[src/hw/ccsc_pkg.sv]
// package with octet field layouts and code values for cause and circuit state coding
package ccsc_pkg;
   // cause octet layout
   localparam int CAUSE_VALUE_W = 7;
   localparam int CLASS_LSB = 4;
   localparam int CLASS_W = 3;
   localparam int VALUE_IN_CLASS_W = 4;
   localparam int EXT_BIT = 7;
   // cause classes
   localparam logic [2:0] CLASS_NORMAL0 = 3'h0;
   localparam logic [2:0] CLASS_NORMAL1 = 3'h1;
   localparam logic [2:0] CLASS_RESOURCE = 3'h2;
   localparam logic [2:0] CLASS_NOT_AVAIL = 3'h3;
   localparam logic [2:0] CLASS_NOT_IMPL = 3'h4;
   localparam logic [2:0] CLASS_INVALID = 3'h5;
   localparam logic [2:0] CLASS_PROTOCOL = 3'h6;
   localparam logic [2:0] CLASS_INTERWORK = 3'h7;
   // named cause values
   localparam logic [6:0] CAUSE_UNALLOCATED = 7'h01;
   localparam logic [6:0] CAUSE_NO_ROUTE_TRANSIT = 7'h02;
   localparam logic [6:0] CAUSE_NO_ROUTE_DEST = 7'h03;
   localparam logic [6:0] CAUSE_NORMAL_CLEARING = 7'h10;
   localparam logic [6:0] CAUSE_USER_BUSY = 7'h11;
   localparam logic [6:0] CAUSE_CALL_REJECTED = 7'h15;
   localparam logic [6:0] CAUSE_NUMBER_CHANGED = 7'h16;
   localparam logic [6:0] CAUSE_FACILITY_REJECTED = 7'h1d;
   localparam logic [6:0] CAUSE_NORMAL_UNSPEC = 7'h1f;
   localparam logic [6:0] CAUSE_NO_CIRCUIT = 7'h22;
   localparam logic [6:0] CAUSE_CONGESTION = 7'h2a;
   localparam logic [6:0] CAUSE_RESOURCE_UNSPEC = 7'h2f;
   localparam logic [6:0] CAUSE_NOT_SUBSCRIBED = 7'h32;
   localparam logic [6:0] CAUSE_BEARER_NOT_AUTH = 7'h39;
   localparam logic [6:0] CAUSE_BEARER_NOT_PRESENT = 7'h3a;
   localparam logic [6:0] CAUSE_NOT_AVAIL_UNSPEC = 7'h3f;
   localparam logic [6:0] CAUSE_BEARER_NOT_IMPL = 7'h41;
   localparam logic [6:0] CAUSE_FACILITY_NOT_IMPL = 7'h45;
   localparam logic [6:0] CAUSE_NOT_IMPL_UNSPEC = 7'h4f;
   localparam logic [6:0] CAUSE_NOT_CUG_MEMBER = 7'h57;
   localparam logic [6:0] CAUSE_INCOMPATIBLE_DEST = 7'h58;
   localparam logic [6:0] CAUSE_INVALID_UNSPEC = 7'h5f;
   localparam logic [6:0] CAUSE_UNKNOWN_MSG = 7'h61;
   localparam logic [6:0] CAUSE_PARAM_DISCARDED = 7'h63;
   localparam logic [6:0] CAUSE_PARAM_PASSED = 7'h67;
   localparam logic [6:0] CAUSE_PROTOCOL_UNSPEC = 7'h6f;
   localparam logic [6:0] CAUSE_INTERWORK_UNSPEC = 7'h7f;
   // attribute number range
   localparam logic [6:0] ATTR_FIRST = 7'h31;
   localparam logic [6:0] ATTR_LAST = 7'h39;
   // condition and indicator codes
   localparam logic [1:0] COND_SPARE = 2'h3;
   localparam logic [1:0] SUPV_SPARE = 2'h3;
   localparam logic [1:0] CP_NONE = 2'h0;
   localparam logic [1:0] CP_IDLE = 2'h3;
   localparam logic [1:0] BLK_NONE = 2'h0;
   // diagnostic kind selected by cause value
   typedef enum logic [2:0] {
      CCSC_DIAG_NONE,
      CCSC_DIAG_CONDITION,
      CCSC_DIAG_ATTRIBUTE,
      CCSC_DIAG_MSG_TYPE,
      CCSC_DIAG_PARAM_NAMES,
      CCSC_DIAG_NAMED_PARAM
   } ccsc_diag_type;
endpackage

[src/hw/ccsc_link_if.sv]
// interface carrying parameter octets between the two signalling ends
`timescale 1ns/1ps
`default_nettype none
interface ccsc_link_if;
   logic valid;
   logic [7:0] octet;
   logic last;
   logic [2:0] field;
   modport device (output valid, output octet, output last, output field);
   modport peer (input valid, input octet, input last, input field);
endinterface
`default_nettype wire

[src/hw/ccsc_encoder.sv]
// encoder end: builds cause, diagnostic and circuit state octets
`timescale 1ns/1ps
`default_nettype none
module ccsc_encoder #(
   parameter int CIC_W = 12,
   parameter int RANGE_W = 8
) (
   input wire logic ref_clk_in,
   input wire logic rstn_in,
   input wire logic [2:0] kind_in,
   input wire logic start_in,
   input wire logic [6:0] cause_in,
   input wire logic [1:0] cond_in,
   input wire logic [6:0] attr_num_in,
   input wire logic [6:0] attr_rej_in,
   input wire logic [6:0] attr_mask_in,
   input wire logic attr_avail_en_in,
   input wire logic [6:0] attr_avail_in,
   input wire logic [7:0] diag_name_in,
   input wire logic [1:0] supv_type_in,
   input wire logic [RANGE_W-1:0] range_in,
   input wire logic [CIC_W-1:0] cic_base_in,
   input wire logic [1:0] maint_in,
   input wire logic [1:0] call_in,
   input wire logic [1:0] hw_in,
   output logic busy_out,
   output logic need_state_out,
   output logic [CIC_W-1:0] state_cic_out,
   output logic bad_in_out,
   ccsc_link_if.device link
);
   import ccsc_pkg::*;

   typedef enum logic [2:0] {
      CCSC_IDLE, CCSC_CAUSE, CCSC_DIAG0, CCSC_DIAG1, CCSC_DIAG2, CCSC_STATE
   } ccsc_enc_state_type;

   ccsc_enc_state_type st_r, st_nxt;
   logic valid_r, valid_nxt, last_r, last_nxt;
   logic [7:0] octet_r, octet_nxt;
   logic [2:0] field_r, field_nxt;
   logic [RANGE_W-1:0] cnt_r, cnt_nxt;
   ccsc_diag_type diag_r, diag_nxt, diag_sel;
   logic [1:0] call_fix;
   logic cause_ok;

   // diagnostic kind for a network cause
   always_comb
   begin
      case (cause_in)
         CAUSE_UNALLOCATED, CAUSE_NO_ROUTE_DEST, CAUSE_NORMAL_CLEARING,
         CAUSE_CALL_REJECTED: diag_sel = CCSC_DIAG_CONDITION;
         CAUSE_BEARER_NOT_AUTH, CAUSE_BEARER_NOT_PRESENT,
         CAUSE_BEARER_NOT_IMPL: diag_sel = CCSC_DIAG_ATTRIBUTE;
         CAUSE_UNKNOWN_MSG: diag_sel = CCSC_DIAG_MSG_TYPE;
         CAUSE_PARAM_DISCARDED, CAUSE_PARAM_PASSED: diag_sel = CCSC_DIAG_PARAM_NAMES;
         CAUSE_NO_ROUTE_TRANSIT, CAUSE_NUMBER_CHANGED, CAUSE_FACILITY_REJECTED,
         CAUSE_NOT_SUBSCRIBED, CAUSE_FACILITY_NOT_IMPL:
            diag_sel = CCSC_DIAG_NAMED_PARAM;
         default: diag_sel = CCSC_DIAG_NONE;
      endcase
   end

   // interworking class allows only its single code
   assign cause_ok = (cause_in[6:4] != CLASS_INTERWORK) ||
                     (cause_in == CAUSE_INTERWORK_UNSPEC);
   // hardware blocking pins call state to idle; a caller slip is fixed, not sent
   assign call_fix = (hw_in != BLK_NONE) ? CP_IDLE : call_in;

   // sequencing of the octets of one parameter field
   always_comb
   begin
      st_nxt = st_r;
      valid_nxt = 1'b0;
      last_nxt = 1'b0;
      octet_nxt = octet_r;
      field_nxt = field_r;
      cnt_nxt = cnt_r;
      diag_nxt = diag_r;
      case (st_r)
         CCSC_IDLE:
         begin
            if (start_in)
            begin
               field_nxt = kind_in;
               diag_nxt = diag_sel;
               valid_nxt = 1'b1;
               case (kind_in)
                  3'h0:
                  begin
                     // cause octet: ext bit 7, class bits 6-4, value bits 3-0
                     octet_nxt = {(diag_sel == CCSC_DIAG_NONE),
                                  cause_in[CLASS_LSB +: CLASS_W],
                                  cause_in[0 +: VALUE_IN_CLASS_W]};
                     last_nxt = (diag_sel == CCSC_DIAG_NONE);
                     st_nxt = last_nxt ? CCSC_IDLE : CCSC_DIAG0;
                  end
                  3'h1:
                  begin
                     octet_nxt = {6'h00, supv_type_in};
                     last_nxt = 1'b1;
                  end
                  default:
                  begin
                     octet_nxt = (call_fix == CP_NONE) ? {6'h00, maint_in}
                        : {2'h0, hw_in, call_fix, maint_in};
                     cnt_nxt = range_in;
                     last_nxt = (range_in == '0);
                     st_nxt = last_nxt ? CCSC_IDLE : CCSC_STATE;
                  end
               endcase
            end
         end
         CCSC_DIAG0:
         begin
            valid_nxt = 1'b1;
            case (diag_r)
               CCSC_DIAG_CONDITION:
               begin
                  octet_nxt = {1'b1, 5'h00, cond_in};
                  last_nxt = 1'b1;
                  st_nxt = CCSC_IDLE;
               end
               CCSC_DIAG_ATTRIBUTE:
               begin
                  octet_nxt = {1'b0, attr_num_in};
                  st_nxt = CCSC_DIAG1;
               end
               default:
               begin
                  // named diagnostics open with name then length octet
                  octet_nxt = diag_name_in;
                  st_nxt = CCSC_DIAG1;
               end
            endcase
         end
         CCSC_DIAG1:
         begin
            valid_nxt = 1'b1;
            if (diag_r == CCSC_DIAG_ATTRIBUTE)
            begin
               octet_nxt = {!attr_avail_en_in, attr_rej_in & attr_mask_in};
               last_nxt = !attr_avail_en_in;
               st_nxt = attr_avail_en_in ? CCSC_DIAG2 : CCSC_IDLE;
            end
            else
            begin
               octet_nxt = 8'h00;
               last_nxt = 1'b1;
               st_nxt = CCSC_IDLE;
            end
         end
         CCSC_DIAG2:
         begin
            valid_nxt = 1'b1;
            octet_nxt = {1'b1, attr_avail_in & attr_mask_in};
            last_nxt = 1'b1;
            st_nxt = CCSC_IDLE;
         end
         CCSC_STATE:
         begin
            valid_nxt = 1'b1;
            octet_nxt = (call_fix == CP_NONE) ? {6'h00, maint_in}
               : {2'h0, hw_in, call_fix, maint_in};
            cnt_nxt = cnt_r - 1'b1;
            last_nxt = (cnt_r == 1);
            st_nxt = last_nxt ? CCSC_IDLE : CCSC_STATE;
         end
         default: st_nxt = CCSC_IDLE;
      endcase
   end

   // registers
   always_ff @(posedge ref_clk_in or negedge rstn_in)
   begin
      if (!rstn_in)
      begin
         st_r <= CCSC_IDLE;
         valid_r <= 1'b0;
         last_r <= 1'b0;
         octet_r <= 8'h00;
         field_r <= 3'h0;
         cnt_r <= '0;
         diag_r <= CCSC_DIAG_NONE;
      end
      else
      begin
         st_r <= st_nxt;
         valid_r <= valid_nxt;
         last_r <= last_nxt;
         octet_r <= octet_nxt;
         field_r <= field_nxt;
         cnt_r <= cnt_nxt;
         diag_r <= diag_nxt;
      end
   end

   // state octet index n is range-cnt+1 counting from the first octet
   assign state_cic_out = cic_base_in + CIC_W'(range_in - cnt_nxt);
   assign need_state_out = (st_r == CCSC_STATE) ||
                           (st_r == CCSC_IDLE && start_in && kind_in >= 3'h2);
   assign busy_out = (st_r != CCSC_IDLE);
   assign bad_in_out = start_in && kind_in == 3'h0 && !cause_ok;
   assign link.valid = valid_r;
   assign link.octet = octet_r;
   assign link.last = last_r;
   assign link.field = field_r;
endmodule // ccsc_encoder
`default_nettype wire

[src/flat_wrapper.sv]
// flat-port wrapper written by rule: the top's interface ports become plain ports
module ccsc_encoder_flat import ccsc_pkg::*;
#(
   parameter int CIC_W = 12,
   parameter int RANGE_W = 8
)
  (ref_clk_in, rstn_in, kind_in, start_in, cause_in, cond_in, attr_num_in, attr_rej_in, attr_mask_in, attr_avail_en_in, attr_avail_in, diag_name_in, supv_type_in, range_in, cic_base_in, maint_in, call_in, hw_in, busy_out, need_state_out, state_cic_out, bad_in_out, link_valid, link_octet, link_last, link_field);
  ccsc_link_if link_i ();
  input wire logic ref_clk_in;
  input wire logic rstn_in;
  input wire logic [2:0] kind_in;
  input wire logic start_in;
  input wire logic [6:0] cause_in;
  input wire logic [1:0] cond_in;
  input wire logic [6:0] attr_num_in;
  input wire logic [6:0] attr_rej_in;
  input wire logic [6:0] attr_mask_in;
  input wire logic attr_avail_en_in;
  input wire logic [6:0] attr_avail_in;
  input wire logic [7:0] diag_name_in;
  input wire logic [1:0] supv_type_in;
  input wire logic [RANGE_W-1:0] range_in;
  input wire logic [CIC_W-1:0] cic_base_in;
  input wire logic [1:0] maint_in;
  input wire logic [1:0] call_in;
  input wire logic [1:0] hw_in;
  output logic busy_out;
  output logic need_state_out;
  output logic [CIC_W-1:0] state_cic_out;
  output logic bad_in_out;
  output wire logic [$bits(link_i.valid)-1:0] link_valid;
  output wire logic [$bits(link_i.octet)-1:0] link_octet;
  output wire logic [$bits(link_i.last)-1:0] link_last;
  output wire logic [$bits(link_i.field)-1:0] link_field;
  assign link_valid = link_i.valid;
  assign link_octet = link_i.octet;
  assign link_last = link_i.last;
  assign link_field = link_i.field;
  ccsc_encoder #(.CIC_W(CIC_W), .RANGE_W(RANGE_W)) u_core (.ref_clk_in(ref_clk_in), .rstn_in(rstn_in), .kind_in(kind_in), .start_in(start_in), .cause_in(cause_in), .cond_in(cond_in), .attr_num_in(attr_num_in), .attr_rej_in(attr_rej_in), .attr_mask_in(attr_mask_in), .attr_avail_en_in(attr_avail_en_in), .attr_avail_in(attr_avail_in), .diag_name_in(diag_name_in), .supv_type_in(supv_type_in), .range_in(range_in), .cic_base_in(cic_base_in), .maint_in(maint_in), .call_in(call_in), .hw_in(hw_in), .busy_out(busy_out), .need_state_out(need_state_out), .state_cic_out(state_cic_out), .bad_in_out(bad_in_out), .link(link_i));
endmodule
[config.mk]
export PLATFORM = sky130hd
export DESIGN_NAME = ccsc_encoder_flat
export DESIGN_NICKNAME = d
export VERILOG_FILES = /design/src/hw/ccsc_pkg.sv /design/src/hw/ccsc_link_if.sv /design/src/hw/ccsc_encoder.sv /design/src/flat_wrapper.sv
export SDC_FILE = /design/constraint.sdc
export NUM_CORES = 1
export LEC_CHECK = 0
export BUFFER_PORTS_ARGS = -buffer_cell sky130_fd_sc_hd__buf_2
export CAP_MARGIN = 20
export CORE_MARGIN = 2
export CORE_UTILIZATION = 45
export DETAILED_ROUTE_END_ITERATION = 8
export PLACE_DENSITY = 0.82
export SYNTH_ARGS = -nofsm -noshare
export SYNTH_HDL_FRONTEND = slang
export SYNTH_SLANG_ARGS = --single-unit
export TNS_END_PERCENT = 5
[constraint.sdc]
create_clock -name ref_clk_in -period 20.5 [get_ports ref_clk_in]
set_clock_uncertainty 0.2 [all_clocks]
set_input_delay 6.15 -clock ref_clk_in [delete_from_list [all_inputs] [get_ports ref_clk_in]]
set_output_delay 6.15 -clock ref_clk_in [all_outputs]
set_load 0.02 [all_outputs]
=== Word-level counts from Yosys, hierarchy flattened ===
Cells that the tools add are included.

* Logic and storage cells: 92
* Input bits: 80
* Memories: 0
* Bits in latches: 0
* Output and inout bits: 28
* RAM bits: 0
* Bits in registers: 27
* Memory bits (read-only): 0

* Add/sub/neg operators: 3
* Bitwise gates (word level): 2
* $mul: 0
* Shifts and indexed selects: 0
* Eq/ne operators: 27
* Div/mod/pow operators: 0
* Multiplexer cells: 27
* Reductions and logical operators: 25
* Order comparisons: 1

{| class="wikitable"
|+ Operators by type and width
! operator !! number
|-
| $pmux 8 s2 || 3
|-
| $eq 7x7->1 const B || 6
|-
| $pmux 8 s5 || 1
|-
| $mux 8 || 4
|-
| $eq 7x5->1 const B || 4
|-
| $eq 7x6->1 const B || 3
|-
| $mux 3 || 5
|-
| $pmux 3 s5 || 1
|-
| $and 7x7->7 || 2
|-
| $eq 7x2->1 const B || 2
|-
| $add 12x12->12 || 1
|-
| $pmux 3 s4 || 1
|-
| $eq 3x2->1 const B || 3
|-
| $logic_not 3->1 || 3
|-
| $sub 8x8->9 || 1
|-
| $eq 8x1->1 const B || 1
|-
| $logic_not 8->1 || 1
|-
| $reduce_or 4->1 || 2
|-
| $sub 8x1->8 const B || 1
|-
| $eq 7x1->1 const B || 1
|-
| $eq 3x1->1 const B || 2
|-
| $eq 3x3->1 const B || 2
|-
| $mux 2 || 3
|-
| $mux 6 || 1
|-
| 18 further kinds || 31
|}

=== Logic depth before layout (Yosys ltp) ===
* Depth in word-level cells: 8
* Gate-level depth with buffers: 22
* Mapped depth without buffers: 20

=== Worst setup path before layout ===
OpenSTA, ideal clock, no wires.

* Path type: in2out
* Start: in kind_in[2]
* End: out state_cic_out[11]
* Required time: 14150 ps
* Path slack: 4259 ps
* Cell stages on the path: 19
* Arrival: 9891 ps
* Buffers on the path: 0
* Cell sequence: o21a_1 -> a21oi_1 -> inv_1 -> o221ai_1 -> ha_1 -> inv_1 -> fa_1 -> a21o_1 -> a41oi_1 -> o22ai_1 -> nor4_2 -> nor3_1 -> xor2_1 -> ha_1 -> o2111ai_1 -> o21ai_0 -> a21o_1 -> o31ai_1 -> xor2_1

* Longest elaborated chain between the ends: 7
* Elaborated cells between the ends (all ways): 8
* Those cells by class: 2 x add/sub; 1 x eq/ne; 3 x mux; 2 x reduce/logical

{| class="wikitable"
|+ Ends and longest elaborated chain
! what !! line !! text
|-
| start, declared || flat_wrapper.sv:11 || <nowiki>input wire logic [2:0] kind_in;</nowiki>
|-
| $eq 3x1->1 or $logic_not 3->1 (tied branches) || ccsc_encoder.sv:88 || <nowiki>case (kind_in)</nowiki>
|-
| $reduce_or 2->1 (no source line) * || - ||
|-
| $mux 8 * || ccsc_encoder.sv:88 ||
|-
| $mux 8 * || ccsc_encoder.sv:83 || <nowiki>if (start_in)</nowiki>
|-
| $pmux 8 s2 * || ccsc_encoder.sv:80 || <nowiki>case (st_r)</nowiki>
|-
| via u_core.cnt_nxt[0] || ccsc_encoder.sv:42 || <nowiki>logic [RANGE_W-1:0] cnt_r, cnt_nxt;</nowiki>
|-
| $sub 8x8->9 * || ccsc_encoder.sv:199 || <nowiki>assign state_cic_out = cic_base_in + CIC_W'(range_in - cnt_nxt);</nowiki>
|-
| $add 12x12->12 * || ccsc_encoder.sv:199 ||
|-
| end, declared || flat_wrapper.sv:29 || <nowiki>output logic [CIC_W-1:0] state_cic_out;</nowiki>
|}

Mark *: on every way through the listed nets, which the timed path passes. The rest lies on a longest branch.

=== Worst setup path in the final report ===
Same ends and word-level chain as after synthesis.

==> results.cfg <==
[status]
status = complete, but fails checks
violations = DRC

[global_route]
use_met2_pct = 40.3
grt_pass1_vias = 3010
gr-total-overflow = 0
grt_usage_pct = 24.2
grt_max_degree = 28
grt_busiest_layer = met2
antenna_found_initial = 0
met1_usage_pct = 34.4
met3_usage_pct = 2.31
grt_pass1_wl_um = 14400

[sta]
slew_headroom_pct = 29.3
final.min_clock_period_ns = 16.65
setup_viol_count_final = 0
hold_violations = 0
rsz0062_at_grt = false
setup_tns_ns = 0
setup_ws_ns = 3.85
tightest_slew_ns = 1.06
timing.fmax_ghz = 0.0600
maxSlewViolCount = 0
post-route-period-util_pct = 81.2

[clock_network]
clock_sinks = 27
post_cts_buffers = 0
clk_path_buf_depth = 2
worstSkewPairLatency_ns = 0.29
cts.root.buffer_cell = clkbuf_8
cts-hold-fix-buffers = 0
post_cts_resized = 0
cts_tree = yes
htree_num_levels = 1
cts.clk_slew.worst_paths_ns = 0.10
cts_made_buffers = 3

[power]
p_comb_share_pct = 79.5
seqPwrFrac_pct = 15.7
p_leak_nw = 1.68
p_clk_share_pct = 4.9
p_total_mw = 0.674
p_switching_mw = 0.370
peakVddDrop_uv = 132
intPower_mw = 0.305
switching_share_pct = 54.8
powerDensity_nw_per_um2 = 187

[placed_design]
placed_cell_area_um2 = 3560
dp_hpwl_um = 7210
preCtsSetupSlack_ns = 3.87
io_buffers = 107
gp_congestion = 1.02

[setup_path]
path_buf_inv = 4
crit_path_end_kind = output port
crit_family = compound AO/OA/AOI/OAI gates
cp_data_arrival_time_ns = 10.30
worstPathRequired_ns = 14.15
path_cells = buf_2 > o21a_1 > a21oi_1 > inv_1 > o221ai_1 > ha_1 > inv_1 > fa_1 > a21o_1 > a41oi_1 > o22ai_1 > nor4_2 > nor3_1 > xor2_1 > ha_1 > o2111ai_1 > o21ai_0 > a21o_1 > o31ai_1 > xor2_1 > buf_2
crit_path_top_delay_cell = fa_1
cp_slowest_stage_delay_ns = 0.39
r2r_setup_slack_ns = 17.88
critical_path_class = input port to output port
cp-start-kind = input port
worstPathMaxFanout = 5

[cells_and_area]
fin_nets = 578
final_area_um2 = 3610
area_growth_pct = 19.9
drive_above_1_share_pct = 26.8
antenna_cells = 0
fill_cells = 616
layout_commonest_cell = buf_2
final_cell_mix = buf_2, nand2_1, a21oi_1

[logic_synthesis]
synthFlopType = dfrtp_1
muxShareOfSynthArea_pct = 2.54
syn_inst = 382
ys_seq_elements = 27
ys_seq_area_share_pct = 22.5
synth_nets = 482
synth_edf_count = 0
synth_top_family_by_area = compound AO/OA/AOI/OAI gates
synthSimpleGateAreaFrac_pct = 26.5
synth_xor_area_share_pct = 6.08
syn_area_per_cell_um2 = 7.87
syn-cell-area_um2 = 3010
async_reset_ff_share_pct = 100
synth_cell_types = 66
synth_compound_area_share_pct = 27.8
ys_warn_count = 0
synth_fa_ha_area_share_pct = 9.16

[detailed_routing]
firstDrtPassIters = 7
drc = 4
ant_nets = 0
routed_via_density = 5.89
routed_wl_um = 8800
wl_per_cell_um = 15.9
drtIter0Drc = 364
num_vias = 3263

[die]
start_util_pct = 46.8
core-area_um2 = 6420
die_h_um = 85.7
die_x_um = 85.7
ios = 108
num_rows = 29
dieArea_um2 = 7350

[run]
maxCapViolCount = 0

[worst_hold_path]
hold_path_class = flop to flop
layout make-up:
class | instances | area, um^2 | share of cell area (%)
clock buffers | 3 | 41.3 | 1.15
clock inverters | 1 | 7.51 | 0.208
inverters | 22 | 82.6 | 2.29
multi-input cells | 317 | 2170 | 60.1
flip-flops and latches | 27 | 676 | 18.7
well taps | 77 | 96.3 | 2.67
repair buffers | 107 | 536 | 14.9
power groups by stage:
stage | Sequential [mW] | Combinational [mW] | Clock [mW]
4_1_cts | 0.105 | 0.534 | 0.0337
2_1_floorplan | 0.108 | 0.396 | 0
3_3_place_gp | 0.105 | 0.520 | 0
5_1_grt | 0.109 | 0.586 | 0.0357
6_report | 0.106 | 0.536 | 0.0329
3_5_place_dp | 0.106 | 0.532 | 0
registers in the layout (all words and copies together), names as in the netlist:
register	count
u_core.link.last	1
u_core.cnt_r	8
u_core.link.valid	1
u_core.link.field	3
u_core.diag_r	3
u_core.st_r	3
u_core.link.octet	8
metal layers:
metal | share of wire [%] | wire length [um]
met5 | 0 | 0
met3 | 5.8 | 511
met1 | 45 | 3940
met4 | 1.1 | 93
met2 | 48 | 4260
final timing paths:
check,startpoint,depth (start not counted),endpoint
setup / recovery,kind_in[2],21,state_cic_out[11]
hold / removal,u_core.link.field[1],1,u_core.link.field[1]
setup reg to reg,u_core.st_r[0],5,u_core.link.octet[7]
hold reg to reg,u_core.link.field[1],1,u_core.link.field[1]
max in group asynchronous,rstn_in,1,u_core.cnt_r[1]
min in group asynchronous,rstn_in,1,u_core.diag_r[2]
synthesized netlist by cell type (8+ instances only):
cell type   n  area, um^2
clkbuf_1   11        41.3
ha_1       18         225
o21ai_0    23         115
inv_1      21        78.8
nor3_1     10        50.1
dfrtp_1    27         676
a21oi_1    29         145
nand2_1    43         161
nor3b_1     8        60.1
a31oi_1    14        87.6
nor2_1     25        93.8
xnor2_1    12         105
nor2b_1    16         100
worst reg2reg max path: stages, from the launching register on:
cell     delay, ns
dfrtp_1       0.67
nor2b_1       0.34
nor3_1        0.09
a21oi_1       0.84
nor3b_1       0.28
a21oi_1       0.09
through the flow:
step / std cells / hold WS (ns) / utilization [%]
after global placement: 550 / 0.288 / 55.4
after global routing: 554 / 0.332 / 56.1
after floorplan: 382 / 0.333 / -
final: 554 / 0.315 / 56.1
after detailed placement: 550 / 0.293 / 55.4
after CTS: 554 / 0.320 / 56.1
kinds of logic after synthesis:
kind of cell               count (synthesis)
and+or+nand+nor                          142
AOI/OAI and AO/OA                        127
buffers and inverters                     38
DFF                                       27
adders and majority gates                 21
xor gates and xnor gates                  20
muxes                                      7
(Power assumes the default switching activity.)
